<file path="src/adc_ctl_pkg.sv">
// Register map, field layout and timing constants of the converter control
package adc_ctl_pkg;

  // Register indices on the plain register port
  localparam logic [2:0] ADDR_CTRL = 3'h0;
  localparam logic [2:0] ADDR_POWER = 3'h1;
  localparam logic [2:0] ADDR_ACCUM = 3'h2;
  localparam logic [2:0] ADDR_SARCLK = 3'h3;
  localparam logic [2:0] ADDR_TRACK = 3'h4;
  localparam logic [2:0] ADDR_RES_HI = 3'h5;
  localparam logic [2:0] ADDR_RES_LO = 3'h6;

  // Control register bits
  localparam int CTRL_ENABLE_BIT = 7;
  localparam int CTRL_BURST_BIT = 6;
  localparam int CTRL_DONE_BIT = 5;
  localparam int CTRL_START_BIT = 4;

  // Power register fields
  localparam int PWR_BUF_LP_BIT = 7;
  localparam int PWR_BIAS_HI = 6;
  localparam int PWR_BIAS_LO = 5;
  localparam int PWR_MUX_LP_BIT = 4;
  localparam int PWR_UPTIME_HI = 3;
  localparam int PWR_UPTIME_LO = 0;

  // Accumulation register fields
  localparam int ACC_RPT_HI = 2;
  localparam int ACC_RPT_LO = 0;
  localparam int ACC_JUST_HI = 5;
  localparam int ACC_JUST_LO = 3;

  // SAR clock and tracking fields
  localparam int SARCLK_DIV_HI = 7;
  localparam int SARCLK_DIV_LO = 3;
  localparam int TRACK_HI = 5;
  localparam int TRACK_LO = 0;

  // Reset values
  localparam logic [7:0] RST_CTRL = 8'h00;
  localparam logic [7:0] RST_POWER = 8'h0F;
  localparam logic [7:0] RST_ACCUM = 8'h00;
  localparam logic [7:0] RST_SARCLK = 8'hF8;
  localparam logic [7:0] RST_TRACK = 8'h1E;

  // Justify field codes
  localparam logic [2:0] JUST_RIGHT = 3'h0;
  localparam logic [2:0] JUST_LEFT = 3'h4;

  // Power-up wait is one more than the uptime field shifted left by this many bits, in SAR clocks
  localparam int UPTIME_SCALE_SH = 3;

  // Widths
  localparam int CODE_W = 10;
  localparam int ACC_W = 16;

  // Repeat count code to number of samples: 0 -> 1, 1..5 -> 4..64
  function automatic logic [6:0] repeat_total(input logic [2:0] code);
    logic [6:0] n;
    n = 7'h01;
    unique case (code)
      3'h1: n = 7'h04;
      3'h2: n = 7'h08;
      3'h3: n = 7'h10;
      3'h4: n = 7'h20;
      3'h5: n = 7'h40;
      default: n = 7'h01;
    endcase
    return n;
  endfunction

endpackage

</file>
<file path="src/result_formatter.sv">
// Places the accumulated code into the 16-bit result word
`timescale 1ns/100ps
`default_nettype none
module result_formatter
  import adc_ctl_pkg::*;
(
  input wire logic [ACC_W-1:0] accSum,   // Accumulated or single code
  input wire logic [2:0] justify,        // result_justify_shift field
  output logic [ACC_W-1:0] resultWord    // Formatted result
);

  // ----------------------------------------------------------------
  // Justification and shift
  // ----------------------------------------------------------------
  always_comb begin
    resultWord = accSum;
    if (justify[2]) begin
      // Left form only makes sense for one sample; top code bit to bit 15
      resultWord = {accSum[CODE_W-1:0], {(ACC_W-CODE_W){1'b0}}}; // see [RQ7]
    end else begin
      // Zero shift is plain right justify; 1..3 scale the sum down
      resultWord = accSum >> justify[1:0]; // see [RQ13] see [RQ9]
    end
  end

endmodule // result_formatter
`default_nettype wire

</file>
<file path="src/adc_power_and_result_format.sv">
// Burst power control, SAR clock, sequencing and result formatting
// Contract
// [RQ1] Burst idle powers converter and reference off
// [RQ2] Buffer low-power bit selects reduced-current buffer
// [RQ3] Bias and mux low-power fields set power
// [RQ4] Low-power options together near 4 MHz SAR
// [RQ5] Divider setting yields SAR clock from oscillator
// [RQ6] Each finished set fills both result bytes
// [RQ7] Justify 000 right, 100 left-aligned
// [RQ8] Single 10-bit result is unsigned code
// [RQ9] Unoccupied result bits read zero
// [RQ10] Sum published only after final conversion
// [RQ11] Repeat count selects 4 to 64 samples
// [RQ12] Software keeps right justify when accumulating
// [RQ13] Justify field shifts sum right 1-3
// [RQ14] Power-up wait once per burst only
// [RQ15] Burst start launches whole set of conversions
// [RQ16] Starts during running burst are dropped
// [RQ17] Accumulator cleared at each new set
//
// The placing of the registers and strobed register access were left to the implementer.
`timescale 1ns/100ps
`default_nettype none
module adc_power_and_result_format
  import adc_ctl_pkg::*;
(
  input wire logic clk,                   // System clock
  input wire logic arst_n,                // Async reset, active low
  input wire logic [2:0] regAddr,         // Register index
  input wire logic [7:0] regWdata,        // Write data
  input wire logic regWe,                 // Write strobe
  input wire logic regRe,                 // Read strobe
  output logic [7:0] regRdata,            // Read data, cycle after strobe
  input wire logic extStart,              // Convert-start pin, async
  input wire logic convDone,              // SAR core finished, one pulse
  input wire logic [CODE_W-1:0] convCode, // SAR core code
  output logic convStart,                 // Starts one SAR conversion
  output logic sarClkEn,                  // SAR clock tick
  output logic convPowerOn,               // Converter core powered
  output logic refPowerOn,                // Internal reference powered
  output logic bufferLowPower,            // Common-mode buffer reduced
  output logic [1:0] coreBiasSelect,      // Core bias setting
  output logic muxBufferLowPower,         // Mux and ref buffer reduced
  output logic busy                       // Powering up, tracking or converting
);

  typedef enum logic [1:0] {
    ST_IDLE = 2'b00,
    ST_POWERUP = 2'b01,
    ST_TRACK = 2'b10,
    ST_CONVERT = 2'b11
  } seq_state_e;

  // ----------------------------------------------------------------
  // Register file
  // ----------------------------------------------------------------
  logic [7:0] ctrl_q, ctrl_d;
  logic [7:0] power_q, power_d;
  logic [7:0] accum_q, accum_d;
  logic [7:0] sarclk_q, sarclk_d;
  logic [7:0] track_q, track_d;
  logic [7:0] rdata_q, rdata_d;
  logic [ACC_W-1:0] result_q, result_d;
  logic swStart;
  logic publish;
  logic [ACC_W-1:0] formatted;
  seq_state_e state_q, state_d;
  always_comb begin
    ctrl_d = ctrl_q;
    power_d = power_q;
    accum_d = accum_q;
    sarclk_d = sarclk_q;
    track_d = track_q;
    swStart = 1'b0;
    if (regWe) begin
      unique case (regAddr)
        ADDR_CTRL: begin
          ctrl_d[CTRL_ENABLE_BIT] = regWdata[CTRL_ENABLE_BIT];
          ctrl_d[CTRL_BURST_BIT] = regWdata[CTRL_BURST_BIT];
          // Writing zero clears the done flag
          if (!regWdata[CTRL_DONE_BIT]) begin
            ctrl_d[CTRL_DONE_BIT] = 1'b0;
          end
          swStart = regWdata[CTRL_START_BIT];
        end
        ADDR_POWER: power_d = regWdata; // see [RQ2] see [RQ3]
        ADDR_ACCUM: accum_d = regWdata;
        ADDR_SARCLK: sarclk_d = regWdata;
        ADDR_TRACK: track_d = regWdata;
        default: ;
      endcase
    end
    // A finishing set wins over a clear in the same cycle
    if (publish) begin
      ctrl_d[CTRL_DONE_BIT] = 1'b1;
    end
    rdata_d = 8'h00;
    if (regRe) begin
      unique case (regAddr)
        ADDR_CTRL: rdata_d = {ctrl_q[7:5], busy, 4'h0};
        ADDR_POWER: rdata_d = power_q;
        ADDR_ACCUM: rdata_d = {2'b00, accum_q[5:0]};
        ADDR_SARCLK: rdata_d = {sarclk_q[7:3], 3'h0};
        ADDR_TRACK: rdata_d = {2'b00, track_q[5:0]};
        ADDR_RES_HI: rdata_d = result_q[15:8];
        ADDR_RES_LO: rdata_d = result_q[7:0];
        default: rdata_d = 8'h00;
      endcase
    end
  end
  always_ff @(posedge clk or negedge arst_n) begin
    if (!arst_n) begin
      ctrl_q <= RST_CTRL;
      power_q <= RST_POWER;
      accum_q <= RST_ACCUM;
      sarclk_q <= RST_SARCLK;
      track_q <= RST_TRACK;
      rdata_q <= 8'h00;
    end else begin
      ctrl_q <= ctrl_d;
      power_q <= power_d;
      accum_q <= accum_d;
      sarclk_q <= sarclk_d;
      track_q <= track_d;
      rdata_q <= rdata_d;
    end
  end
  assign regRdata = rdata_q;
  // Low-power options are plain levels to the analog side
  assign bufferLowPower = power_q[PWR_BUF_LP_BIT]; // see [RQ2]
  assign coreBiasSelect = power_q[PWR_BIAS_HI:PWR_BIAS_LO]; // see [RQ3]
  assign muxBufferLowPower = power_q[PWR_MUX_LP_BIT]; // see [RQ3]
  wire logic convEnable = ctrl_q[CTRL_ENABLE_BIT];
  wire logic burstEnable = ctrl_q[CTRL_BURST_BIT];
  wire logic [2:0] justify = accum_q[ACC_JUST_HI:ACC_JUST_LO];
  wire logic [6:0] setSize = repeat_total(accum_q[ACC_RPT_HI:ACC_RPT_LO]);
  // ----------------------------------------------------------------
  // SAR clock divider: ratio is setting plus one
  // ----------------------------------------------------------------
  logic [4:0] sarCnt_q, sarCnt_d;
  wire logic [4:0] sarDiv = sarclk_q[SARCLK_DIV_HI:SARCLK_DIV_LO];
  always_comb begin
    sarCnt_d = sarCnt_q + 5'h01;
    if (sarCnt_q >= sarDiv) begin
      sarCnt_d = 5'h00; // see [RQ5]
    end
  end
  always_ff @(posedge clk or negedge arst_n) begin
    if (!arst_n) begin
      sarCnt_q <= 5'h00;
    end else begin
      sarCnt_q <= sarCnt_d;
    end
  end
  assign sarClkEn = (sarCnt_q >= sarDiv); // see [RQ5]
  // ----------------------------------------------------------------
  // Start pin synchroniser and edge detect
  // ----------------------------------------------------------------
  logic [2:0] startSync_q;
  always_ff @(posedge clk or negedge arst_n) begin
    if (!arst_n) begin
      startSync_q <= 3'b000;
    end else begin
      startSync_q <= {startSync_q[1:0], extStart};
    end
  end
  wire logic startEvt = swStart | (startSync_q[1] & ~startSync_q[2]);
  // ----------------------------------------------------------------
  // Conversion sequencer
  // ----------------------------------------------------------------
  logic [7:0] stepCnt_q, stepCnt_d;
  logic [6:0] convNum_q, convNum_d;
  logic [ACC_W-1:0] acc_q, acc_d;
  logic convStart_q, convStart_d;
  logic [ACC_W-1:0] accNext;
  wire logic [7:0] upLimit =
    {1'b0, power_q[PWR_UPTIME_HI:PWR_UPTIME_LO], 3'b000};
  wire logic [7:0] trackLimit = {2'b00, track_q[TRACK_HI:TRACK_LO]};
  wire logic lastConv = (convNum_q + 7'h01) >= setSize;
  // Unsigned sum; single sample leaves the 10-bit code unchanged
  assign accNext = acc_q + {{(ACC_W-CODE_W){1'b0}}, convCode}; // see [RQ8]
  always_comb begin
    state_d = state_q;
    stepCnt_d = stepCnt_q;
    convNum_d = convNum_q;
    acc_d = acc_q;
    convStart_d = 1'b0;
    publish = 1'b0;
    unique case (state_q)
      ST_IDLE: begin
        // Non-burst needs the converter already enabled per start
        if (startEvt && (burstEnable || convEnable)) begin // see [RQ15]
          stepCnt_d = 8'h00;
          if (convNum_q == 7'h00) begin
            acc_d = '0; // see [RQ17]
          end
          if (burstEnable && !convEnable) begin
            state_d = ST_POWERUP;
          end else begin
            state_d = ST_TRACK;
          end
        end
      end
      ST_POWERUP: begin
        if (sarClkEn) begin
          stepCnt_d = stepCnt_q + 8'h01;
          if (stepCnt_q >= upLimit) begin
            stepCnt_d = 8'h00;
            state_d = ST_TRACK;
          end
        end
      end
      ST_TRACK: begin
        if (sarClkEn) begin
          stepCnt_d = stepCnt_q + 8'h01;
          if (stepCnt_q >= trackLimit) begin
            stepCnt_d = 8'h00;
            convStart_d = 1'b1;
            state_d = ST_CONVERT;
          end
        end
      end
      ST_CONVERT: begin
        if (convDone) begin
          acc_d = accNext;
          convNum_d = convNum_q + 7'h01;
          state_d = ST_IDLE;
          if (lastConv) begin
            convNum_d = 7'h00;
            publish = 1'b1; // see [RQ10] see [RQ11]
          end else if (burstEnable) begin
            // Later conversions of a burst skip the power-up wait
            state_d = ST_TRACK; // see [RQ14] see [RQ15]
          end
        end
      end
    endcase
  end
  always_ff @(posedge clk or negedge arst_n) begin
    if (!arst_n) begin
      state_q <= ST_IDLE;
      stepCnt_q <= 8'h00;
      convNum_q <= 7'h00;
      acc_q <= '0;
      convStart_q <= 1'b0;
    end else begin
      state_q <= state_d;
      stepCnt_q <= stepCnt_d;
      convNum_q <= convNum_d;
      acc_q <= acc_d;
      convStart_q <= convStart_d;
    end
  end
  assign convStart = convStart_q;
  // Starts seen outside ST_IDLE are simply not looked at
  assign busy = (state_q != ST_IDLE); // see [RQ16]
  // Burst idle drops power unless the enable keeps it on
  assign convPowerOn = burstEnable ? (convEnable | busy) : convEnable; // see [RQ1]
  assign refPowerOn = convPowerOn; // see [RQ1]

  // ----------------------------------------------------------------
  // Result registers
  // ----------------------------------------------------------------
  result_formatter u_fmt (
    .accSum(accNext),
    .justify(justify),
    .resultWord(formatted)
  );

  always_comb begin
    result_d = result_q;
    if (publish) begin
      result_d = formatted; // see [RQ6]
    end
  end

  always_ff @(posedge clk or negedge arst_n) begin
    if (!arst_n) begin
      result_q <= '0;
    end else begin
      result_q <= result_d;
    end
  end
endmodule // adc_power_and_result_format
`default_nettype wire

</file>
<file path="config.mk">
export PLATFORM = sky130hd
export DESIGN_NAME = adc_power_and_result_format
export DESIGN_NICKNAME = d
export VERILOG_FILES = /design/src/adc_ctl_pkg.sv /design/src/result_formatter.sv /design/src/adc_power_and_result_format.sv
export SDC_FILE = /design/constraint.sdc
export NUM_CORES = 1
export LEC_CHECK = 0
export BUFFER_PORTS_ARGS = -buffer_cell sky130_fd_sc_hd__buf_4
export CORE_MARGIN = 4
export CORE_UTILIZATION = 39
export CTS_BUF_LIST = sky130_fd_sc_hd__clkbuf_4 sky130_fd_sc_hd__clkbuf_8 sky130_fd_sc_hd__clkbuf_16
export DETAILED_ROUTE_END_ITERATION = 8
export PLACE_DENSITY = 0.61
export SYNTH_ARGS = -nofsm -noshare
export SYNTH_HDL_FRONTEND = slang
export SYNTH_HIERARCHICAL = 1
export SYNTH_SLANG_ARGS = --single-unit
</file>
<file path="constraint.sdc">
create_clock -name clk -period 9.8 [get_ports clk]
set_clock_uncertainty 0.15 [all_clocks]
set_input_delay 0.98 -clock clk [delete_from_list [all_inputs] [get_ports clk]]
set_output_delay 0.98 -clock clk [all_outputs]
set_load 0.05 [all_outputs]
</file>
==> results of run 1 <==
==> metrics by stage <==
stage	power (µW)	hold WS, ps	std cells
finish	1790	200	807
global route	1930	216	807
CTS	1810	204	807
detailed placement	1470	196	791
global placement	1440	191	791
floorplan	1250	181	585
==> placed cells by master (no fill, tap or decap), types with 13 or more instances in the layout <==
cell,count
nor2_1,26
nand3_1,15
dfrtp_1,81
a22o_1,14
ha_1,40
dfstp_2,13
mux2_2,45
a21oi_1,24
xnor2_1,13
inv_1,33
nor2b_1,17
buf_4,45
o21ai_0,33
nand2_1,55
==> sequential cells by signal (all words and copies together), names as in the netlist, 3 cells and up <==
| register | count |
|---|---|
| acc_q | 16 |
| result_q | 16 |
| power_q | 8 |
| regRdata | 8 |
| stepCnt_q | 8 |
| convNum_q | 7 |
| accum_q | 6 |
| track_q | 6 |
| sarCnt_q | 5 |
| sarclk_q | 5 |
| ctrl_q | 3 |
| startSync_q | 3 |
==> cell type report <==
cell class | count | area (µm²) | share of cell area [%]
timing repair buffer | 45 | 338 | 5.02
clock buffer | 11 | 246 | 3.66
sequential | 94 | 2370 | 35.2
tap | 188 | 235 | 3.49
multi-input combinational | 431 | 3390 | 50.3
inverter | 33 | 124 | 1.84
clock inverter | 5 | 35.0 | 0.520
==> layer usage <==
layer  GRT usage (%)  vias up  wire [µm]
li1                -     2174          -
met1            21.9     2243       6450
met2            27.6       56       6950
met3            3.23       14        395
met4            5.48        0        250
met5               0        -          0
==> final timing paths <==
| path | start | slack (ps) | endpoint |
|---|---|---|---|
| max reg2reg | acc_q[0] | 6250 | result_q[12] |
| max in group asynchronous | arst_n | 7940 | acc_q[1] |
| min reg2reg | startSync_q[0] | 200 | startSync_q[1] |
| min | startSync_q[0] | 200 | startSync_q[1] |
| max | convCode[0] | 5930 | result_q[12] |
| min in group asynchronous | arst_n | 330 | sarCnt_q[2] |
==> logic make-up (layout without fill, tap and decap cells) <==
logic type	after synthesis	after routing	share of synthesized area (%)
and+or+nand+nor	161	161	14.0
AOI/OAI and AO/OA	141	141	16.1
DFF	94	94	39.2
muxes	67	67	14.3
buffers and inverters	60	94	4.72
adders and majority gates	41	41	8.62
xor gates and xnor gates	21	21	3.04
==> power by group <==
| group | switching (µW) | internal (µW) | total [µW] |
|---|---|---|---|
| sequential | 98.7 | 496 | 594 |
| clock | 152 | 181 | 334 |
| combinational | 479 | 381 | 861 |
==> worst max-delay path, stage by stage <==
cell and delay [ps]:
buf_4 80, ha_1 150, inv_1 50, fa_1 390, nor2b_1 170, o31a_1 170
o21ai_1 100, o21ai_1 490, nand3_1 180, xnor2_1 190, mux4_2 470, mux2_2 260
mux2_1 280
==> flow_summary_export.csv, run 1 <==
group,metric,value,unit
layout,fillers,1433,
critical_path,crit_arrival,3960,ps
die,die_h,132,µm
sta,setup_viol,0,
die,start_util,39.7,%
yosys,synth_fp_nets,653,
sta,drv_slew,0,
placed_design,port_buffers,43,
yosys,synth_seq_area_share,39.2,%
clock_network,clkLatencyLatePin,360,ps
layout,nNetsFinal,682,
yosys,synth_most_common_cell,"dfrtp_1",
layout,layout-drive-gt1-share,23.4,%
critical_path,r2r_cells,12,
grt,grt_antenna_before_repair,0,
clock_network,h-tree-depth,3,
grt,grt_pass1_vias,4496,
sta,fin_ws,5930,ps
die,core,0.0152,mm²
yosys,yosysWarningCount,6,
yosys,synth.top_cell.area_share,33.6,%
yosys,netlist_top_cells_count,"81 x dfrtp_1, 55 x nand2_1, 45 x mux2_2, 40 x ha_1",
drt,drc,0,
yosys,syn_area,0.00604,mm²
layout,design_area,0.00673,mm²
layout,fin_util,44.3,%
clock_network,clockBufferDepth,2,
die,die_w,132,µm
worst_hold_path,hp-class,"flip-flop to flip-flop",
clock_network,cts_tree,"done",
placed_design,pre_cts_slack,5570,ps
clock_network,numCtsBuffers,9,
sta,period_share,39.5,%
die,io_pins,44,
outcome,status,"complete, no violations",
yosys,yosysTopAreaCell,"dfrtp_1",
sta,max_slew_margin,34.2,%
drt,first_pass_iters,4,
worst_hold_path,whs_path_depth,0,
yosys,yosysUniqueCellTypes,67,
power_and_ir_drop,power_density,266,mW/mm²
yosys,yosys-top-cells-area,"dfrtp_1 34%, mux2_2 8.4%, ha_1 8.3%",
critical_path,required,9890,ps
critical_path,path_max_fanout,9,
drt,antenna_left,0,
power_and_ir_drop,p_leak,0.00302,µW
yosys,async_flop_share,100,%
clock_network,root_buffer,"clkbuf_16",
clock_network,ctsResizeCount,0,
grt,grt_first_pass_wirelength,23.5,mm
yosys,ys_ff_latch,94,
job,max-cap-violations,0,
clock_network,cts.clk_slew.worst_paths,70,ps
clock_network,post-cts-setup-buffers,0,
sta,fmax,258,MHz
die,rows,45,
drt,routed-via-count,4487,
placed_design,gp_congestion,0.821,
layout,diodes,0,
placed_design,place_hpwl,10.5,mm
critical_path,critPathKind,"primary input to flip-flop",
drt,post_drt_wl_per_cell,17.4,µm
drt,vias_per_cell,5.56,
grt,grt_use_total,16.6,%
yosys,synth_flop_cell,"dfrtp_1",
die,die-area,0.0175,mm²
sta,worst_pin_slew,987,ps
sta,hold_viol,0,
yosys,synth_edf_count,0,
sta,setup_tns,0,ps
grt,overflow,0,
power_and_ir_drop,vdd_drop_max,0.127,mV
clock_network,clock-sinks,94,
critical_path,cp-end-kind,"flip-flop",
clock_network,cts_hold_buf,0,
sta,rsz0062_at_grt,"no",
layout,areaGrowthSynthToFinish,11.5,%
placed_design,placed_area,0.00645,mm²
yosys,syn_area_per_cell,10.3,µm²
drt,first_iter_violations,171,
grt,grt_max_degree,78,
drt,drt_wl_total,14.1,mm
critical_path,start_kind,"primary input",
sta,period_minus_slack,3870,ps
yosys,syn_inst,585,
Note: power is estimated with default switching activity, not from simulation.
==> run 2, diff against run 1 <==
==> constraint.sdc (replaced) <==
create_clock -name clk -period 3.6 [get_ports clk]
set_clock_uncertainty 0.15 [all_clocks]
set_input_delay 0.36 -clock clk [delete_from_list [all_inputs] [get_ports clk]]
set_output_delay 0.36 -clock clk [all_outputs]
set_load 0.05 [all_outputs]
==> run 2 against run 1 <==
Wire length grew 1.8%. Clock power grew to 2.8 times the previous value. Critical path type is now flip-flop to flip-flop. Worst setup slack lost 5700 ps. Non-clock buffer count grew 5. First-iteration DRC count grew 80%. Largest cell class unchanged. Sequential power grew to 2.7 times the previous value.
==> flow_summary_export.csv, run 2 (synthesis results as in run 1) <==
group,metric,value,unit
outcome,status,"complete, no violations",
layout,top_regs,"acc_q: 16 flops, result_q: 16 flops",
critical_path,path_max_fanout,4,
sta,worst_pin_slew,848,ps
placed_design,place_hpwl,10.7,mm
grt,grt_use_total,16.9,%
sta,fin_ws,248,ps
sta,fmax,298,MHz
sta,setup_viol,0,
sta,period_share,93.1,%
layout,nNetsFinal,687,
drt,drc,0,
clock_network,numCtsBuffers,9,
drt,drt_wl_total,14.3,mm
power_and_ir_drop,p_leak,0.00306,µW
critical_path,required,3670,ps
drt,wl_met2,7.01,mm
die,die_w,132,µm
drt,first_pass_iters,5,
clock_network,h-tree-depth,3,
layout,final_common_cell,"dfrtp_1",
clock_network,clock-sinks,94,
layout,fin_cells,812,
grt,grt_antenna_before_repair,0,
layout,layout_common_cells,"81 x dfrtp_1, 55 x nand2_1, 48 x buf_4",
layout,diodes,0,
critical_path,cp-end-kind,"flip-flop",
layout,multi_input_area,0.00339,mm²
sta,max_slew_margin,43.5,%
grt,grt_max_degree,60,
placed_design,port_buffers,43,
placed_design,dp.cells,794,
clock_network,root_buffer,"clkbuf_16",
drt,first_iter_violations,308,
die,io_pins,44,
layout,areaGrowthSynthToFinish,12.3,%
clock_network,clockBufferDepth,2,
drt,maxUsedRoutingLayer,"met4",
layout,fillers,1445,
power_and_ir_drop,power_density,725,mW/mm²
clock_network,post-cts-setup-buffers,0,
placed_design,gp_congestion,0.824,
clock_network,cts.clk_slew.worst_paths,60,ps
critical_path,critPathKind,"flip-flop to flip-flop",
sta,rsz0062_at_grt,"no",
sta,drv_slew,0,
drt,routed-via-count,4589,
sta,setup_tns,0,ps
grt,grt_pass1_vias,4646,
critical_path,start_kind,"flip-flop",
drt,post_drt_wl_per_cell,17.6,µm
layout,layout-drive-gt1-share,23.7,%
die,rows,45,
die,die_h,132,µm
job,max-cap-violations,0,
clock_network,clkLatencyLatePin,350,ps
critical_path,crit_arrival,3420,ps
grt,grt_first_pass_wirelength,24.0,mm
die,die-area,0.0175,mm²
grt,overflow,0,
placed_design,pre_cts_slack,169,ps
power_and_ir_drop,vdd_drop_max,0.382,mV
worst_hold_path,hp-class,"primary input to flip-flop",
layout,fin_util,44.6,%
die,start_util,39.7,%
drt,met1_length,6.39,mm
layout,regArea,0.00237,mm²
die,core,0.0152,mm²
sta,period_minus_slack,3350,ps
drt,antenna_left,0,
drt,vias_per_cell,5.65,
sta,hold_viol,0,
drt,wl_met3,624,µm
clock_network,cts_tree,"done",
[run 2: cell types whose count changed in the layout (fill, tap and decap cells not counted), sizes merged]
cell	delta
clkbuf	+2
clkinvlp	-2
dlygate4sd3	+2
buf	+3
[run 2: through the flow]
step	cell area [µm²]	hold slack [ps]	power, µW
final	6780	105	4920
after global routing	6780	90.0	5290
after CTS	6780	88.7	4970
after detailed placement	6470	192	4010
after global placement	6470	188	3940
after floorplan	6040	-85.6	3410
[run 2: area by class of cell]
type,count,share of cell area (%)
clock inverter,3,0.295
inverter,33,1.83
sequential,94,34.9
multi-input combinational,431,49.9
tap,188,3.47
timing repair buffer,50,5.61
clock buffer,13,3.95
[run 2: worst paths after layout]
path	end	cells after the start	slack (ps)	start
setup / recovery	result_q[12]	12	250	acc_q[0]
hold / removal	ctrl_q[6]	3	100	regWdata[6]
setup reg to reg	result_q[12]	12	250	acc_q[0]
hold reg to reg	startSync_q[1]	0	200	startSync_q[0]
max in group asynchronous	result_q[13]	3	2050	arst_n
min in group asynchronous	sarCnt_q[1]	2	470	arst_n
[run 2: routing by layer]
| layer | global-route usage [%] | vias to the layer above |
|---|---|---|
| met1 | 22.3 | 2262 |
| li1 | - | 2189 |
| met5 | 0 | - |
| met2 | 28.1 | 113 |
| met3 | 3.61 | 25 |
| met4 | 4.68 | 0 |
[run 2: report_power, final]
part           internal [µW]  total [µW]  switching, µW
Clock                    521         926            405
Combinational           1050        2380           1330
Sequential              1350        1610            264
Total                   2920        4920           2000
[run 2: worst max-delay path, stage by stage (launching register included)]
cell	delay, ps
dfrtp_1	340
ha_1	160
inv_1	50
fa_1	400
nor2b_1	180
o31a_1	160
o21ai_1	90
o21ai_1	340
nand3_1	150
xnor2_1	180
mux4_2	460
mux2_2	270
mux2_1	290
[run 2: repair_timing]
item,in CTS,in global routing
endpoints found under the hold margin,45,0
gates resized for setup,0,0
endpoints found under the setup margin,0,0
hold buffers,2,0
==> run 3, diff against run 2 <==
==> constraint.sdc (replaced) <==
create_clock -name clk -period 3.65 [get_ports clk]
set_clock_uncertainty 0.15 [all_clocks]
set_input_delay 0.365 -clock clk [delete_from_list [all_inputs] [get_ports clk]]
set_output_delay 0.365 -clock clk [all_outputs]
set_load 0.05 [all_outputs]
==> run 3 against run 2 <==
Utilization about the same. Largest power group unchanged. First-iteration DRC count down 16%. Critical path type unchanged. Register-to-register slack better by 50 ps. Global-route usage about the same. Worst setup slack better by 52 ps. Critical path depth unchanged.
==> flow_summary_export.csv, run 3 (synthesis results as in run 1) <==
group,metric,value,unit
worst_hold_path,hp-class,"primary input to flip-flop",
sta,max_slew_margin,44.0,%
grt,overflow,0,
layout,top_regs,"acc_q: 16 flops, result_q: 16 flops",
placed_design,placed_area,0.00647,mm²
power_and_ir_drop,p_leak,0.00306,µW
critical_path,start_kind,"flip-flop",
clock_network,cts.clk_slew.worst_paths,70,ps
grt,grt_pass1_vias,4644,
die,core,0.0152,mm²
clock_network,clock-sinks,94,
critical_path,critPathKind,"flip-flop to flip-flop",
sta,period_share,91.8,%
clock_network,numCtsBuffers,9,
clock_network,ctsResizeCount,0,
placed_design,gp_congestion,0.843,
critical_path,cp-end-kind,"flip-flop",
critical_path,required,3740,ps
power_and_ir_drop,vdd_drop_max,0.372,mV
drt,antenna_left,0,
layout,fin_util,44.6,%
grt,grt_max_degree,43,
critical_path,path_max_fanout,4,
clock_network,clkLatencyLatePin,350,ps
sta,worst_pin_slew,840,ps
sta,drv_slew,0,
grt,grt_use_total,16.9,%
layout,areaGrowthSynthToFinish,12.3,%
die,io_pins,44,
placed_design,place_hpwl,10.7,mm
sta,setup_viol,0,
critical_path,cpMostUsedCell,"o21ai_1",
job,max-cap-violations,0,
die,rows,45,
layout,diodes,0,
sta,fmax,299,MHz
grt,grt_antenna_before_repair,0,
layout,layout_common_cells,"81 x dfrtp_1, 55 x nand2_1, 48 x buf_4",
clock_network,post-cts-setup-buffers,0,
clock_network,cts_hold_buf,2,
critical_path,slowest_delay,470,ps
grt,grt_first_pass_wirelength,24.0,mm
layout,nNetsFinal,687,
drt,post_drt_wl_per_cell,17.5,µm
die,die-area,0.0175,mm²
layout,layout-drive-gt1-share,23.7,%
critical_path,crit_arrival,3440,ps
critical_path,cp_cell_sequence,"ha_1 -> inv_1 -> fa_1 -> nor2b_1 -> o31a_1 -> o21ai_1 -> o21ai_1 -> nand3_1 -> xnor2_1 -> mux4_2 -> mux2_2 -> mux2_1",
power_and_ir_drop,power_density,717,mW/mm²
die,start_util,39.7,%
layout,design_area,0.00679,mm²
placed_design,port_buffers,43,
critical_path,crit_path_top_delay_cell,"mux4_2",
die,die_w,132,µm
sta,period_minus_slack,3350,ps
critical_path,reg2reg_slack,300,ps
drt,first_iter_violations,259,
clock_network,clockBufferDepth,2,
drt,drt_wl_total,14.2,mm
die,die_h,132,µm
sta,hold_viol,0,
drt,vias_per_cell,5.61,
clock_network,cts_tree,"done",
drt,first_pass_iters,4,
drt,routed-via-count,4558,
layout,final_common_cell,"dfrtp_1",
sta,rsz0062_at_grt,"no",
outcome,status,"complete, no violations",
clock_network,root_buffer,"clkbuf_16",
clock_network,h-tree-depth,3,
sta,setup_tns,0,ps
drt,drc,0,
sta,hold_ws,104,ps
run 3: cell count changes in the layout (fill, tap and decap cells not counted), sizes merged:
cell | before | now
clkbuf | 13 | 9
inv | 33 | 38
clkinvlp | 2 | 1
run 3: critical path: cells and delay by family, from the launching register on:
kind	cells	cell delay (ps)
muxes	3	1020
AOI/OAI and AO/OA	3	580
adders and majority gates	2	570
DFF	1	360
and+or+nand+nor	2	330
xor gates and xnor gates	1	170
buffers and inverters	1	50
run 3: worst paths after layout:
kind,from,to,cells past startpoint
worst max-delay path,acc_q[0],result_q[12],12
worst min-delay path,regWdata[5],track_q[5],3
worst max register to register,acc_q[0],result_q[12],12
worst min register to register,startSync_q[0],startSync_q[1],0
max in group asynchronous,arst_n,track_q[3],3
min in group asynchronous,arst_n,sarCnt_q[2],2
run 3: where the power goes:
part           switching, µW  internal [µW]
registers                262           1330
clock network            447            480
logic                   1310           1030
total                   2020           2840
run 3: routing by layer:
layer / vias to the layer above / global-route usage, % / wire (µm)
li1: 2185 / - / -
met1: 2247 / 21.9 / 6310
met2: 102 / 27.5 / 6860
met3: 24 / 4.30 / 640
met4: 0 / 5.89 / 383
met5: - / 0 / 0
run 3: area by class of cell:
type	instances	area (µm²)
clock buffers	9	225
clock inverters	7	65.1
fillers	1446	8420
inverters	33	124
multi-input cells	431	3390
flip-flops and latches	94	2370
well taps	188	235
repair buffers	50	380
run 3: per-stage QoR:
stage | cells | power, µW | worst slack, ps
2_1_floorplan | 585 | 3370 | 417
3_3_place_gp | 794 | 3890 | 347
3_5_place_dp | 794 | 3950 | 201
4_1_cts | 812 | 4910 | 290
5_1_grt | 812 | 5250 | 50.4
6_report | 812 | 4870 | 300
